===== src/core/tdm_sync_pkg.sv =====
// constants, codes and register map of the frame sync status bank
package tdm_sync_pkg;

  // ----------
  // register byte addresses
  // ----------
  localparam logic [15:0] ADDR_SAT2_PRESYNC_LOST_LIMIT = 16'h0216;
  localparam logic [15:0] ADDR_SAT2_SYNC_LOST_LIMIT    = 16'h0217;
  localparam logic [15:0] ADDR_SAT1_PREAMBLE_CORR_REAL = 16'h0220;
  localparam logic [15:0] ADDR_SAT1_PREAMBLE_CORR_IMAG = 16'h0221;
  localparam logic [15:0] ADDR_SAT1_PATTERN_CORR_REAL  = 16'h0222;
  localparam logic [15:0] ADDR_SAT1_PATTERN_CORR_IMAG  = 16'h0223;
  localparam logic [15:0] ADDR_SAT1_DETECTED_PHASE     = 16'h0224;
  localparam logic [15:0] ADDR_SAT2_SYNC_STATE         = 16'h0225;
  localparam logic [15:0] ADDR_SAT2_MISSED_COUNT       = 16'h0226;
  localparam logic [15:0] ADDR_SAT2_PREAMBLE_CORR_REAL = 16'h0228;
  localparam logic [15:0] ADDR_SAT2_PREAMBLE_CORR_IMAG = 16'h0229;
  localparam logic [15:0] ADDR_SAT2_PATTERN_CORR_REAL  = 16'h022a;
  localparam logic [15:0] ADDR_SAT2_PATTERN_CORR_IMAG  = 16'h022b;
  localparam logic [15:0] ADDR_SAT2_DETECTED_PHASE     = 16'h022c;
  localparam logic [15:0] ADDR_TERR_SUBBLOCK_ENABLES   = 16'h022d;
  localparam logic [15:0] ADDR_TERR_SEARCH_WINDOW_LEN  = 16'h022e;
  localparam logic [15:0] ADDR_TERR_PRESYNC_THRESH     = 16'h022f;

  // ----------
  // reset values
  // ----------
  localparam logic [3:0] RST_PRESYNC_LOST_LIMIT = 4'h2;
  localparam logic [3:0] RST_SYNC_LOST_LIMIT    = 4'hb;
  localparam logic [4:0] RST_SUBBLOCK_ENABLES   = 5'h1f;
  localparam logic [3:0] RST_SEARCH_WINDOW_LEN  = 4'h7;
  localparam logic [6:0] RST_PRESYNC_THRESH     = 7'h2c;

  // ----------
  // field positions
  // ----------
  localparam int EN_FIFO_BIT       = 4;
  localparam int EN_WRITE_CTRL_BIT = 3;
  localparam int EN_DESCRAMBLE_BIT = 2;
  localparam int EN_FORMAT_BIT     = 1;
  localparam int EN_SYNC_BIT       = 0;
  localparam int STAT_ACQ_LSB      = 5;
  localparam int STAT_DROPOUT_LSB  = 3;
  localparam int STAT_SYNC_LSB     = 1;
  localparam int STAT_LOCK_BIT     = 0;

  // ----------
  // codes
  // ----------
  localparam logic [1:0] SYNC_IDLE     = 2'h0;
  localparam logic [1:0] SYNC_PRESYNC  = 2'h1;
  localparam logic [1:0] SYNC_LOCKED   = 2'h2;
  localparam logic [1:0] QUAD_0        = 2'h0;
  localparam logic [1:0] QUAD_90       = 2'h1;
  localparam logic [1:0] QUAD_180      = 2'h2;
  localparam logic [1:0] QUAD_270      = 2'h3;
  localparam logic [1:0] PHASE_0       = 2'h0;
  localparam logic [1:0] PHASE_90      = 2'h2;
  localparam logic [1:0] PHASE_180     = 2'h3;
  localparam logic [1:0] PHASE_270     = 2'h1;
  localparam logic [3:0] MISS_CNT_MAX  = 4'hf;

  // ----------
  // two-wire port framing
  // ----------
  localparam logic [1:0] PH_DEV        = 2'h0;
  localparam logic [1:0] PH_REG_HI     = 2'h1;
  localparam logic [1:0] PH_REG_LO     = 2'h2;
  localparam logic [1:0] PH_DATA       = 2'h3;
  localparam logic [3:0] BITS_PER_BYTE = 4'h8;

  typedef enum logic [2:0] {
    I2C_IDLE   = 3'h0,
    I2C_RX     = 3'h1,
    I2C_ACK    = 3'h3,
    I2C_TX     = 3'h2,
    I2C_TX_ACK = 3'h6
  } i2c_state_e;

endpackage


===== src/core/reg_access_if.sv =====
// byte register access between the two-wire port and the register bank
interface reg_access_if;
  logic [15:0] addr;
  logic [7:0]  wdata;
  logic        we;
  logic [7:0]  rdata;

  modport master (output addr, output wdata, output we, input rdata);
  modport target (input addr, input wdata, input we, output rdata);
endinterface


===== src/core/tdm_sync_status_regs.sv =====
// frame sync status and terrestrial control register bank behind the two-wire port
// Function
// - per branch: preamble correlation real part, 8 bits
// - per branch: preamble correlation imaginary part, 8 bits
// - per branch: sync pattern correlation real part, 7 bits
// - per branch: sync pattern correlation imaginary part, 7 bits
// - phase code: 0 deg 00, 90 deg 10, 270 deg 01, 180 deg 11
// - status bits 6-5: idle, hunt, pattern resync, preamble resync
// - status bits 4-3: dropout class idle, short, medium, long
// - status bits 2-1 hold sync status, bit 0 holds lock
// - count preamble misses in presync window, or consecutive misses while synchronised
// - five terrestrial sub-block enable bits, all set after reset
// - after a find, search a symmetric window only, length reset 7
// - terrestrial presync detection when correlation reaches threshold, reset 2c
// - zero presync lost limit never declares loss of lock
module tdm_sync_status_regs #(
  parameter logic [6:0] DEV_ADDR = 7'h20
) (
  input  wire logic        i_core_clk,
  input  wire logic        i_reset,
  input  wire logic        i_scl,
  input  wire logic        i_sda,
  output logic             o_sda_out,
  output logic             o_sda_oe,
  input  wire logic        i_sat1_preamble_valid,
  input  wire logic [7:0]  i_sat1_preamble_corr_real,
  input  wire logic [7:0]  i_sat1_preamble_corr_imag,
  input  wire logic        i_sat1_pattern_valid,
  input  wire logic [6:0]  i_sat1_pattern_corr_real,
  input  wire logic [6:0]  i_sat1_pattern_corr_imag,
  input  wire logic [1:0]  i_sat1_phase_quadrant,
  input  wire logic        i_sat2_preamble_valid,
  input  wire logic [7:0]  i_sat2_preamble_corr_real,
  input  wire logic [7:0]  i_sat2_preamble_corr_imag,
  input  wire logic        i_sat2_pattern_valid,
  input  wire logic [6:0]  i_sat2_pattern_corr_real,
  input  wire logic [6:0]  i_sat2_pattern_corr_imag,
  input  wire logic [1:0]  i_sat2_phase_quadrant,
  input  wire logic        i_sat2_state_valid,
  input  wire logic [1:0]  i_sat2_acq_state,
  input  wire logic [1:0]  i_sat2_dropout_class,
  input  wire logic [1:0]  i_sat2_sync_status,
  input  wire logic        i_sat2_lock,
  input  wire logic        i_sat2_preamble_slot,
  input  wire logic        i_sat2_preamble_found,
  input  wire logic        i_terr_corr_valid,
  input  wire logic [7:0]  i_terr_corr,
  input  wire logic [7:0]  i_terr_offset,
  input  wire logic        i_terr_resync,
  output logic             o_terrestrial_fifo_enable,
  output logic             o_terrestrial_write_ctrl_enable,
  output logic             o_terrestrial_descramble_enable,
  output logic             o_terrestrial_format_enable,
  output logic             o_terrestrial_sync_enable,
  output logic [3:0]       o_terr_search_window_len,
  output logic             o_terr_in_window,
  output logic             o_terr_presync_detect,
  output logic             o_sat2_lock_lost
);

  // ----------
  // state
  // ----------
  typedef struct packed {
    logic [7:0] pre_re;
    logic [7:0] pre_im;
    logic [6:0] pat_re;
    logic [6:0] pat_im;
    logic [1:0] phase;
  } sat_corr_s;

  typedef struct packed {
    sat_corr_s [1:0] sat;
    logic [6:0]      s2_state;
    logic [3:0]      s2_miss_cnt;
    logic            s2_lost;
    logic [3:0]      presync_lim;
    logic [3:0]      sync_lim;
    logic [4:0]      enables;
    logic [3:0]      win_len;
    logic [6:0]      thresh;
    logic            terr_found;
    logic            terr_in_window;
    logic            terr_detect;
  } bank_s;

  bank_s        q;
  bank_s        d;
  logic         in_win;
  logic         det;
  logic [4:0]   miss_step_r;
  reg_access_if bus ();

  // ----------
  // functions
  // ----------
  // quadrant index to reported phase code
  function automatic logic [1:0] phase_code(input logic [1:0] quad);
    case (quad)
      tdm_sync_pkg::QUAD_0:   phase_code = tdm_sync_pkg::PHASE_0;
      tdm_sync_pkg::QUAD_90:  phase_code = tdm_sync_pkg::PHASE_90;
      tdm_sync_pkg::QUAD_180: phase_code = tdm_sync_pkg::PHASE_180;
      default:                phase_code = tdm_sync_pkg::PHASE_270;
    endcase
  endfunction

  // one missed preamble: returns {lost, new count}
  function automatic logic [4:0] miss_step(input logic [3:0] cnt, input logic [3:0] lim);
    logic [3:0] nxt;
    nxt = (cnt == tdm_sync_pkg::MISS_CNT_MAX) ? cnt : cnt + 4'h1;
    miss_step = {(lim != 4'h0) && (nxt >= lim), nxt};
  endfunction

  // offset from predicted position within the symmetric window
  function automatic logic window_hit(input logic [7:0] ofs, input logic [3:0] len);
    logic [7:0] mag;
    mag = ofs[7] ? (8'h00 - ofs) : ofs;
    window_hit = {1'b0, mag} <= {5'h00, len} >> 1;
  endfunction

  // register read mux, reserved bits and unmapped addresses read zero
  function automatic logic [7:0] read_byte(input logic [15:0] a, input bank_s s);
    case (a)
      tdm_sync_pkg::ADDR_SAT2_PRESYNC_LOST_LIMIT: read_byte = {4'h0, s.presync_lim};
      tdm_sync_pkg::ADDR_SAT2_SYNC_LOST_LIMIT:    read_byte = {4'h0, s.sync_lim};
      tdm_sync_pkg::ADDR_SAT1_PREAMBLE_CORR_REAL: read_byte = s.sat[0].pre_re;
      tdm_sync_pkg::ADDR_SAT1_PREAMBLE_CORR_IMAG: read_byte = s.sat[0].pre_im;
      tdm_sync_pkg::ADDR_SAT1_PATTERN_CORR_REAL:  read_byte = {1'b0, s.sat[0].pat_re};
      tdm_sync_pkg::ADDR_SAT1_PATTERN_CORR_IMAG:  read_byte = {1'b0, s.sat[0].pat_im};
      tdm_sync_pkg::ADDR_SAT1_DETECTED_PHASE:     read_byte = {6'h00, s.sat[0].phase};
      tdm_sync_pkg::ADDR_SAT2_SYNC_STATE:         read_byte = {1'b0, s.s2_state};
      tdm_sync_pkg::ADDR_SAT2_MISSED_COUNT:       read_byte = {4'h0, s.s2_miss_cnt};
      tdm_sync_pkg::ADDR_SAT2_PREAMBLE_CORR_REAL: read_byte = s.sat[1].pre_re;
      tdm_sync_pkg::ADDR_SAT2_PREAMBLE_CORR_IMAG: read_byte = s.sat[1].pre_im;
      tdm_sync_pkg::ADDR_SAT2_PATTERN_CORR_REAL:  read_byte = {1'b0, s.sat[1].pat_re};
      tdm_sync_pkg::ADDR_SAT2_PATTERN_CORR_IMAG:  read_byte = {1'b0, s.sat[1].pat_im};
      tdm_sync_pkg::ADDR_SAT2_DETECTED_PHASE:     read_byte = {6'h00, s.sat[1].phase};
      tdm_sync_pkg::ADDR_TERR_SUBBLOCK_ENABLES:   read_byte = {3'h0, s.enables};
      tdm_sync_pkg::ADDR_TERR_SEARCH_WINDOW_LEN:  read_byte = {4'h0, s.win_len};
      tdm_sync_pkg::ADDR_TERR_PRESYNC_THRESH:     read_byte = {1'b0, s.thresh};
      default:                                    read_byte = 8'h00;
    endcase
  endfunction

  // ----------
  // two-wire port
  // ----------
  i2c_reg_port #(
    .DEV_ADDR (DEV_ADDR)
  ) u_port (
    .i_core_clk (i_core_clk),
    .i_reset    (i_reset),
    .i_scl      (i_scl),
    .i_sda      (i_sda),
    .o_sda_out  (o_sda_out),
    .o_sda_oe   (o_sda_oe),
    .bus        (bus.master)
  );

  // read data for the port
  always_comb begin
    bus.rdata = read_byte(bus.addr, q);
  end

  // ----------
  // next state
  // ----------
  always_comb begin
    d             = q;
    d.s2_lost     = 1'b0;
    d.terr_detect = 1'b0;
    miss_step_r   = 5'h00;

    // correlation results, latest one kept
    if (i_sat1_preamble_valid) begin
      d.sat[0].pre_re = i_sat1_preamble_corr_real;
      d.sat[0].pre_im = i_sat1_preamble_corr_imag;
    end
    if (i_sat1_pattern_valid) begin
      d.sat[0].pat_re = i_sat1_pattern_corr_real;
      d.sat[0].pat_im = i_sat1_pattern_corr_imag;
      d.sat[0].phase  = phase_code(i_sat1_phase_quadrant);
    end
    if (i_sat2_preamble_valid) begin
      d.sat[1].pre_re = i_sat2_preamble_corr_real;
      d.sat[1].pre_im = i_sat2_preamble_corr_imag;
    end
    if (i_sat2_pattern_valid) begin
      d.sat[1].pat_re = i_sat2_pattern_corr_real;
      d.sat[1].pat_im = i_sat2_pattern_corr_imag;
      d.sat[1].phase  = phase_code(i_sat2_phase_quadrant);
    end

    // satellite two status word
    if (i_sat2_state_valid) begin
      d.s2_state[tdm_sync_pkg::STAT_ACQ_LSB +: 2]     = i_sat2_acq_state;
      d.s2_state[tdm_sync_pkg::STAT_DROPOUT_LSB +: 2] = i_sat2_dropout_class;
      d.s2_state[tdm_sync_pkg::STAT_SYNC_LSB +: 2]    = i_sat2_sync_status;
      d.s2_state[tdm_sync_pkg::STAT_LOCK_BIT]         = i_sat2_lock;
    end

    // missed preamble counter, mode from reported sync status
    if (i_sat2_preamble_slot) begin
      case (q.s2_state[tdm_sync_pkg::STAT_SYNC_LSB +: 2])
        tdm_sync_pkg::SYNC_PRESYNC: begin
          if (!i_sat2_preamble_found) begin
            miss_step_r   = miss_step(q.s2_miss_cnt, q.presync_lim);
            d.s2_miss_cnt = miss_step_r[3:0];
            d.s2_lost     = miss_step_r[4];
          end
        end
        tdm_sync_pkg::SYNC_LOCKED: begin
          if (i_sat2_preamble_found) begin
            d.s2_miss_cnt = 4'h0;
          end else begin
            miss_step_r   = miss_step(q.s2_miss_cnt, q.sync_lim);
            d.s2_miss_cnt = miss_step_r[3:0];
            d.s2_lost     = miss_step_r[4];
          end
        end
        default: d.s2_miss_cnt = 4'h0;
      endcase
    end

    // terrestrial window and presync detection
    in_win = !q.terr_found || window_hit(i_terr_offset, q.win_len);
    det    = q.enables[tdm_sync_pkg::EN_SYNC_BIT] && i_terr_corr_valid && in_win
             && (i_terr_corr >= {1'b0, q.thresh});
    d.terr_in_window = in_win;
    d.terr_detect    = det;
    if (i_terr_resync || !q.enables[tdm_sync_pkg::EN_SYNC_BIT]) begin
      d.terr_found = 1'b0;
    end
    if (det) begin
      d.terr_found = 1'b1;
    end

    // host writes; read-only addresses fall to default
    if (bus.we) begin
      case (bus.addr)
        tdm_sync_pkg::ADDR_SAT2_PRESYNC_LOST_LIMIT: d.presync_lim = bus.wdata[3:0];
        tdm_sync_pkg::ADDR_SAT2_SYNC_LOST_LIMIT:    d.sync_lim = bus.wdata[3:0];
        tdm_sync_pkg::ADDR_TERR_SUBBLOCK_ENABLES:   d.enables = bus.wdata[4:0];
        tdm_sync_pkg::ADDR_TERR_SEARCH_WINDOW_LEN:  d.win_len = bus.wdata[3:0];
        tdm_sync_pkg::ADDR_TERR_PRESYNC_THRESH:     d.thresh = bus.wdata[6:0];
        default: ;
      endcase
    end
  end

  // ----------
  // state register
  // ----------
  always_ff @(posedge i_core_clk) begin
    if (i_reset) begin
      q             <= '0;
      q.presync_lim <= tdm_sync_pkg::RST_PRESYNC_LOST_LIMIT;
      q.sync_lim    <= tdm_sync_pkg::RST_SYNC_LOST_LIMIT;
      q.enables     <= tdm_sync_pkg::RST_SUBBLOCK_ENABLES;
      q.win_len     <= tdm_sync_pkg::RST_SEARCH_WINDOW_LEN;
      q.thresh      <= tdm_sync_pkg::RST_PRESYNC_THRESH;
    end else begin
      q <= d;
    end
  end

  // ----------
  // outputs
  // ----------
  // sub-block enables straight from the register
  assign o_terrestrial_fifo_enable       = q.enables[tdm_sync_pkg::EN_FIFO_BIT];
  assign o_terrestrial_write_ctrl_enable = q.enables[tdm_sync_pkg::EN_WRITE_CTRL_BIT];
  assign o_terrestrial_descramble_enable = q.enables[tdm_sync_pkg::EN_DESCRAMBLE_BIT];
  assign o_terrestrial_format_enable     = q.enables[tdm_sync_pkg::EN_FORMAT_BIT];
  assign o_terrestrial_sync_enable       = q.enables[tdm_sync_pkg::EN_SYNC_BIT];
  assign o_terr_search_window_len        = q.win_len;
  assign o_terr_in_window                = q.terr_in_window;
  assign o_terr_presync_detect           = q.terr_detect;
  assign o_sat2_lock_lost                = q.s2_lost;

endmodule


===== src/core/i2c_reg_port.sv =====
// two-wire slave port turning bus transactions into byte register accesses
module i2c_reg_port #(
  parameter logic [6:0] DEV_ADDR = 7'h20
) (
  input  wire logic     i_core_clk,
  input  wire logic     i_reset,
  input  wire logic     i_scl,
  input  wire logic     i_sda,
  output logic          o_sda_out,
  output logic          o_sda_oe,
  reg_access_if.master  bus
);

  typedef struct packed {
    logic [2:0]              scl_sync;
    logic [2:0]              sda_sync;
    logic                    scl_f;
    logic                    sda_f;
    tdm_sync_pkg::i2c_state_e st;
    logic [3:0]              bit_cnt;
    logic [1:0]              phase;
    logic [7:0]              shift;
    logic                    rw;
    logic                    ack_seen;
    logic [15:0]             addr;
    logic [7:0]              wdata;
    logic                    we;
    logic                    sda_out;
    logic                    sda_oe;
  } port_s;

  port_s q;
  port_s d;
  logic  scl_n;
  logic  sda_n;
  logic  scl_rise;
  logic  scl_fall;
  logic  start_c;
  logic  stop_c;

  // ----------
  // next state
  // ----------
  // pins filtered: a level counts once stages two and three agree
  always_comb begin
    scl_n    = (q.scl_sync[1] == q.scl_sync[2]) ? q.scl_sync[2] : q.scl_f;
    sda_n    = (q.sda_sync[1] == q.sda_sync[2]) ? q.sda_sync[2] : q.sda_f;
    scl_rise = scl_n & ~q.scl_f;
    scl_fall = ~scl_n & q.scl_f;
    start_c  = q.scl_f & scl_n & q.sda_f & ~sda_n;
    stop_c   = q.scl_f & scl_n & ~q.sda_f & sda_n;
    d          = q;
    d.scl_sync = {q.scl_sync[1:0], i_scl};
    d.sda_sync = {q.sda_sync[1:0], i_sda};
    d.scl_f    = scl_n;
    d.sda_f    = sda_n;
    d.we       = 1'b0;
    if (start_c) begin
      d.st      = tdm_sync_pkg::I2C_RX;
      d.bit_cnt = 4'h0;
      d.phase   = tdm_sync_pkg::PH_DEV;
      d.sda_oe  = 1'b0;
    end else if (stop_c) begin
      d.st     = tdm_sync_pkg::I2C_IDLE;
      d.sda_oe = 1'b0;
    end else begin
      case (q.st)
        tdm_sync_pkg::I2C_RX: begin
          if (scl_rise) begin
            d.shift   = {q.shift[6:0], sda_n};
            d.bit_cnt = q.bit_cnt + 4'h1;
          end else if (scl_fall && q.bit_cnt == tdm_sync_pkg::BITS_PER_BYTE) begin
            d.sda_oe = 1'b1;
            d.st     = tdm_sync_pkg::I2C_ACK;
            case (q.phase)
              tdm_sync_pkg::PH_DEV: begin
                d.rw = q.shift[0];
                if (q.shift[7:1] != DEV_ADDR) begin
                  d.sda_oe = 1'b0;
                  d.st     = tdm_sync_pkg::I2C_IDLE;
                end
              end
              tdm_sync_pkg::PH_REG_HI: d.addr[15:8] = q.shift;
              tdm_sync_pkg::PH_REG_LO: d.addr[7:0] = q.shift;
              default: begin
                d.wdata = q.shift;
                d.we    = 1'b1;
              end
            endcase
          end
        end
        tdm_sync_pkg::I2C_ACK: begin
          if (scl_fall) begin
            d.sda_oe  = 1'b0;
            d.bit_cnt = 4'h0;
            d.st      = tdm_sync_pkg::I2C_RX;
            if (q.phase == tdm_sync_pkg::PH_DEV && q.rw) begin
              d.shift   = bus.rdata;
              d.sda_oe  = ~bus.rdata[7];
              d.bit_cnt = 4'h1;
              d.addr    = q.addr + 16'h0001;
              d.st      = tdm_sync_pkg::I2C_TX;
            end else if (q.phase == tdm_sync_pkg::PH_DATA) begin
              d.addr = q.addr + 16'h0001;
            end else begin
              d.phase = q.phase + 2'h1;
            end
          end
        end
        tdm_sync_pkg::I2C_TX: begin
          if (scl_fall) begin
            if (q.bit_cnt == tdm_sync_pkg::BITS_PER_BYTE) begin
              d.sda_oe = 1'b0;
              d.st     = tdm_sync_pkg::I2C_TX_ACK;
            end else begin
              d.sda_oe  = ~q.shift[6];
              d.shift   = {q.shift[6:0], 1'b0};
              d.bit_cnt = q.bit_cnt + 4'h1;
            end
          end
        end
        tdm_sync_pkg::I2C_TX_ACK: begin
          if (scl_rise) begin
            d.ack_seen = ~sda_n;
          end else if (scl_fall) begin
            d.st = tdm_sync_pkg::I2C_IDLE;
            if (q.ack_seen) begin
              d.shift   = bus.rdata;
              d.sda_oe  = ~bus.rdata[7];
              d.bit_cnt = 4'h1;
              d.addr    = q.addr + 16'h0001;
              d.st      = tdm_sync_pkg::I2C_TX;
            end
          end
        end
        default: d.st = tdm_sync_pkg::I2C_IDLE;
      endcase
    end
  end

  // ----------
  // state register
  // ----------
  always_ff @(posedge i_core_clk) begin
    if (i_reset) begin
      q          <= '0;
      q.scl_sync <= 3'h7;
      q.sda_sync <= 3'h7;
      q.scl_f    <= 1'b1;
      q.sda_f    <= 1'b1;
      q.st       <= tdm_sync_pkg::I2C_IDLE;
    end else begin
      q <= d;
    end
  end

  assign o_sda_out = q.sda_out;
  assign o_sda_oe  = q.sda_oe;
  assign bus.addr  = q.addr;
  assign bus.wdata = q.wdata;
  assign bus.we    = q.we;

endmodule


===== config.mk =====
export PLATFORM = sky130hd
export DESIGN_NAME = tdm_sync_status_regs
export DESIGN_NICKNAME = d
export VERILOG_FILES = /design/src/core/tdm_sync_pkg.sv /design/src/core/reg_access_if.sv /design/src/core/tdm_sync_status_regs.sv /design/src/core/i2c_reg_port.sv
export SDC_FILE = /design/constraint.sdc
export NUM_CORES = 1
export LEC_CHECK = 0
export BUFFER_PORTS_ARGS = -buffer_cell sky130_fd_sc_hd__buf_2
export CORE_UTILIZATION = 25
export CTS_CLUSTER_DIAMETER = 120
export DETAILED_ROUTE_END_ITERATION = 7
export PLACE_DENSITY_LB_ADDON = 0.08
export SKIP_LAST_GASP = 1
export SYNTH_ARGS = -nofsm -noshare
export SYNTH_HDL_FRONTEND = slang
export SYNTH_HIERARCHICAL = 1
export SYNTH_SLANG_ARGS = --single-unit

===== constraint.sdc =====
create_clock -name i_core_clk -period 2.1 [get_ports i_core_clk]
set_input_delay 0 -clock i_core_clk [delete_from_list [all_inputs] [get_ports i_core_clk]]
set_output_delay 0 -clock i_core_clk [all_outputs]
set_load 0.01 [all_outputs]

; Word-level counts from Yosys, hierarchy flattened
; Index checks and enable logic that the tools add are counted.
[totals]
inputBits = 100
reg_bits = 156
elab_cells = 240
output_inout_bits = 14
[op_classes]
n_reduce_logical = 41
mux = 74
eq_ne = 57
bitwise_logic = 22
addsub = 5
n_lt_le_gt_ge = 4
[ops]
columns = operator, n
row1 = "16-bit by 10-bit == test with 1-bit output, second input constant", 17
row2 = 8-bit case mux with 17 select lines, 1
row3 = 16-bit two-way mux, 6
row4 = 8-bit two-way mux, 10
row5 = 25-bit two-way mux, 2
row6 = 16-bit case mux with 3 select lines, 1
row7 = 41-bit two-way mux, 1
row8 = 11-bit AND reduction, 3
row9 = 8-bit case mux with 4 select lines, 1
row10 = 7-bit two-way mux, 4
row11 = 1-bit two-way mux, 23
row12 = "4-bit by 1-bit != test with 1-bit output, second input constant", 5
row13 = 9-bit two-way mux, 2
row14 = 17-bit two-way mux, 1
row15 = "16-bit by 1-bit adder with 16-bit output, second input constant", 1
row16 = 4-bit two-way mux, 4
row17 = "2-bit by 1-bit != test with 1-bit output, second input constant", 8
row18 = 4-bit case mux with 4 select lines, 1
row19 = 1-bit NOT, 15
row20 = 7-bit AND reduction, 2
row21 = 6-bit two-way mux, 2
row22 = "2-bit != test, second input constant", 6
row23 = 2-bit case mux with 3 select lines, 2
row24 = 3-bit case mux with 4 select lines, 1
row25 = other kinds (39), 84

; Depth between registers and ports, before layout
[logic_depth]
word_depth = 10
ltp_mapped = 11
depth_no_buf = 10

; Hierarchy
; The synthesis kept the hierarchy.
[by_module_without_submodules]
columns = mod, instances, seq_area_each_um2, area_each_um2, cells_per_inst
row1 = tdm_sync_status_regs, 1, 2062.0, 5460.2, 593
row2 = i2c_reg_port, 1, 1061.0, 3216.8, 385

; Worst setup path after synthesis
; Ideal clock, no wire load.
[synth_path]
kind = reg-to-reg
from = register u_port.q (netlist bit u_port/bus.addr[0])
to = register u_port/q[30] in the netlist's numbering
stages_incl_launch_ff = 11
required_time_ns = 1.966
period_less_slack_ns = 2.237
setup_time_ns = 0.134
path_buffers = 4
path_slack_ns = -0.137
arrival_ns = 2.103
path_cell_list = dfxtp_1 > buf_4 > buf_2 > buf_2 > buf_2 > nor2_1 > a22o_1 > a222oi_1 > nand4_1 > a32oi_1 > a211oi_1
[synth_via]
elab_chain_len = 6
word_cells_on_any_way = 24
classes_between = 17 x eq/ne / 7 x mux
[synth_lines]
columns = element, line
row1 = from (decl), i2c_reg_port.sv:32  ; port_s q;
row2 = 16-bit by 10-bit == test with 1-bit output, tdm_sync_status_regs.sv:123  ; case (a)
row3 = 8-bit case mux with 17 select lines *, tdm_sync_status_regs.sv:123
row4 = named net bus.rdata[1], reg_access_if.sv:6  ; logic [7:0] rdata;
row5 = 8-bit two-way mux, i2c_reg_port.sv:127  ; if (q.ack_seen) begin
row6 = 8-bit two-way mux, i2c_reg_port.sv:125  ; end else if (scl_fall) begin
row7 = 8-bit two-way mux, i2c_reg_port.sv:123  ; if (scl_rise) begin
row8 = 8-bit case mux with 4 select lines *, i2c_reg_port.sv:67  ; case (q.st)
; Mark *: on every way through the listed nets, which the timed path passes. The rest lies on a longest branch. The select of a mux whose other input is x is not followed.
; A chain may end at the register's enable or synchronous reset.

; Worst setup path after layout
[layout_path]
from = register u_port.q (netlist bit u_port/bus.addr[14])
to = register u_port/q[31] in the netlist's numbering
; The elaborated chain is that of the path after synthesis.

==> qor.txt <==
full die area - 35300 um2
post-DP HPWL - 22600 um
Switch Pwr - 1.83 mW
setup ws final - -0.0252 ns
Vias/cell - 4.85
CTS clk-pin slew, worst paths - 0.07 ns
hold depth - 3
max incr delay on CP - 0.58 ns
Area Overhead vs Synth - 41.3%
Reg2Reg Depth - 8
Root Buffer - clkbuf_16
Fin. Hold Viols - 0
Die H - 188 um
worst-path cell chain - buf_6, or4_4, nor4_4, a32oi_1, and4_1, nand4_1, a32oi_1, a211oi_1
largest net degree at the start of global routing - 145
Peak supply drop - 552 uV
Port Buffer Count - 112
Reg power frac - 43.9%
clock power share - 47.2%
Remaining DRCs - 0
clock buffer depth - 2
reg2reg start - u_port/bus.addr[14]
dpl cell area - 10300 um2
syn avg cell area - 8.88 um2
Syn. warnings - 6
Layout fillers - 3464
Syn Nets - 1106
Starting Density - 25.6%
Die W - 188 um
Final Cell Area - 12200 um2
r2r setup slk - -0.03 ns
RePlAce Congestion - 0.812
Switching Fraction - 26.0%
Total Routing Usage GR - 17.8%
fin util - 36.1%
Leak - 5.08 nW
minimum clock period - 2.13 ns
total clock sinks - 155
gr ovfl total - 0
violated checks - setup timing
Slew Limit Fails - 0
H-tree level count - 4
Nets - 1383
crit path max-delay cell type - or4_4
HP Start - i_reset
Total Power - 7.04 mW
worst slew pin tran - 0.765 ns
total core area - 33800 um2
initial antenna violation count - 0
PwrDens - 577 nW/um2
Int Pwr - 5.21 mW
first-pass GRT wire length - 48500 um
largest fanout on the critical path - 4
critical path capture point type - register
Slew Limit Headroom - 49.0%
worst-skew pair later-pin latency - 0.45 ns
# Max-Cap Violations - 0
Tightest Hold Check Type - in2reg
CP Data Arrival Time - 2.48 ns
Antenna Cells - 0
setup violators final - 2
Vias - 8306
first-pass iteration count of the detailed router - 5
Mapped Area - 8640 um2
DR iter-0 viols - 544
Achievable Freq - 471 MHz
crit-path most repeated cell - a32oi_1
CTS tree - yes
Syn Inst Count - 973
# IOs - 114
Combinational Power Share - 8.9%
CP Launch Type - register
Hold EP - u_port/q[46]
clock skew - 0.0143 ns
clock buffer count from CTS - 17
status - finished, violations left
WL/cell - 18.1 um
Reg2Reg Capture Point - u_port/q[31]
# rows - 67
period utilisation layout - 101%
crit path kind - reg2reg
layout cell share with drive strength beyond 1 - 29.3%
Routed WL - 30900 um
post-route antenna net violation count - 0
Worst EP required - 2.46 ns
vias in the first global route - 8321
unrepaired setup endpoints after global routing - true
## area by class of cell
| class | instances | area, um2 | area share [%] |
|---|---|---|---|
| Clock buffer | 18 | 439 | 3.60 |
| Inverter | 38 | 143 | 1.17 |
| Timing Repair Buffer | 343 | 2640 | 21.7 |
| Tap cell | 448 | 561 | 4.59 |
| Clock inverter | 14 | 173 | 1.41 |
| Sequential cell | 155 | 3120 | 25.6 |
| Multi-Input combinational cell | 695 | 5120 | 42.0 |
## per-stage QoR
step           setup TNS (ns)  setup WS, ns  hold WS [ns]  std cells
3_5_place_dp           -0.696        -0.153         0.187       1573
6_report              -0.0271       -0.0252        0.0150       1711
4_1_cts               -0.0475       -0.0351       0.00465       1696
2_1_floorplan               0      0.000751         0.104        973
5_1_grt                -0.716        -0.126        0.0375       1711
3_3_place_gp           -0.611        -0.155         0.183       1573
## worst max-delay path, delay by kind of cell, from the launching register on
| family | cells | cell delay (ns) |
|---|---|---|
| and+or+nand+nor | 4 | 1.16 |
| buffers and inverters | 1 | 0.12 |
| DFF | 1 | 0.33 |
| AOI/OAI and AO/OA | 3 | 0.44 |
## cell usage in the layout, fill, tap and decap left out, drive strengths merged, types with 6 or more instances in the layout
cell         count
a211oi          18
or2              8
nor3            24
nand2           55
a22oi           15
mux4             8
o21ai           16
mux2             6
a21o             7
nor4            14
nand3b           8
nor2           127
dlygate4sd3     87
and2             7
buf            255
a32oi           14
a311o            6
o311ai          12
nor2b           12
a21oi           53
nand2b          10
o31ai           14
clkbuf          19
a31oi            7
a221oi           7
mux2i           79
ha              33
nand3           38
and3             9
inv             46
nand4           12
dfxtp          155
## power groups by stage
stage | Sequential (mW) | Combinational, mW | Clock, mW
finish | 3.09 | 0.629 | 3.32
global route | 3.10 | 0.696 | 3.54
CTS | 3.09 | 0.634 | 3.42
detailed placement | 3.16 | 0.501 | 0
global placement | 3.16 | 0.499 | 0
floorplan | 3.14 | 0.297 | 0
## state kept, by name, summed over array words and instances, names as in the netlist
name / count
o_terr_search_window_len: 4
u_port/bus.wdata: 7
o_sat2_lock_lost: 1
o_terrestrial_format_enable: 1
q: 91
o_terrestrial_descramble_enable: 1
u_port/bus.addr: 16
o_terrestrial_write_ctrl_enable: 1
o_terrestrial_sync_enable: 1
u_port/d: 4
o_terr_in_window: 1
o_terr_presync_detect: 1
u_port/o_sda_oe: 1
u_port/bus.we: 1
u_port/q: 23
o_terrestrial_fifo_enable: 1
## how the worst max path moves through the flow
stage	startpoint	endpoint	cells after the start
floorplan	u_port/bus.addr[6]	u_port/q[30]	9
global placement	u_port/bus.addr[12]	u_port/q[29]	9
detailed placement	u_port/bus.addr[12]	u_port/q[32]	9
CTS	u_port/bus.addr[6]	u_port/q[32]	9
global route	u_port/bus.addr[13]	u_port/q[29]	9
finish	u_port/bus.addr[14]	u_port/q[31]	8
## routing by layer
layer,track usage (%),vias up,part of all wire (%)
met2,28.4,172,46
li1,-,4111,-
met5,0,-,0
met3,3.09,20,3.6
met1,24.9,4003,49
met4,4.10,0,1.1
## timing repair
item,in CTS,in global routing
cloned,0,1
setup buffers,5,15
pin swaps,21,20
endpoints found under the hold margin,78,0
endpoints found under the setup margin,14,36
resized for setup,25,28
hold buffers,87,0
No activity file was read; power rests on OpenSTA's default activity.
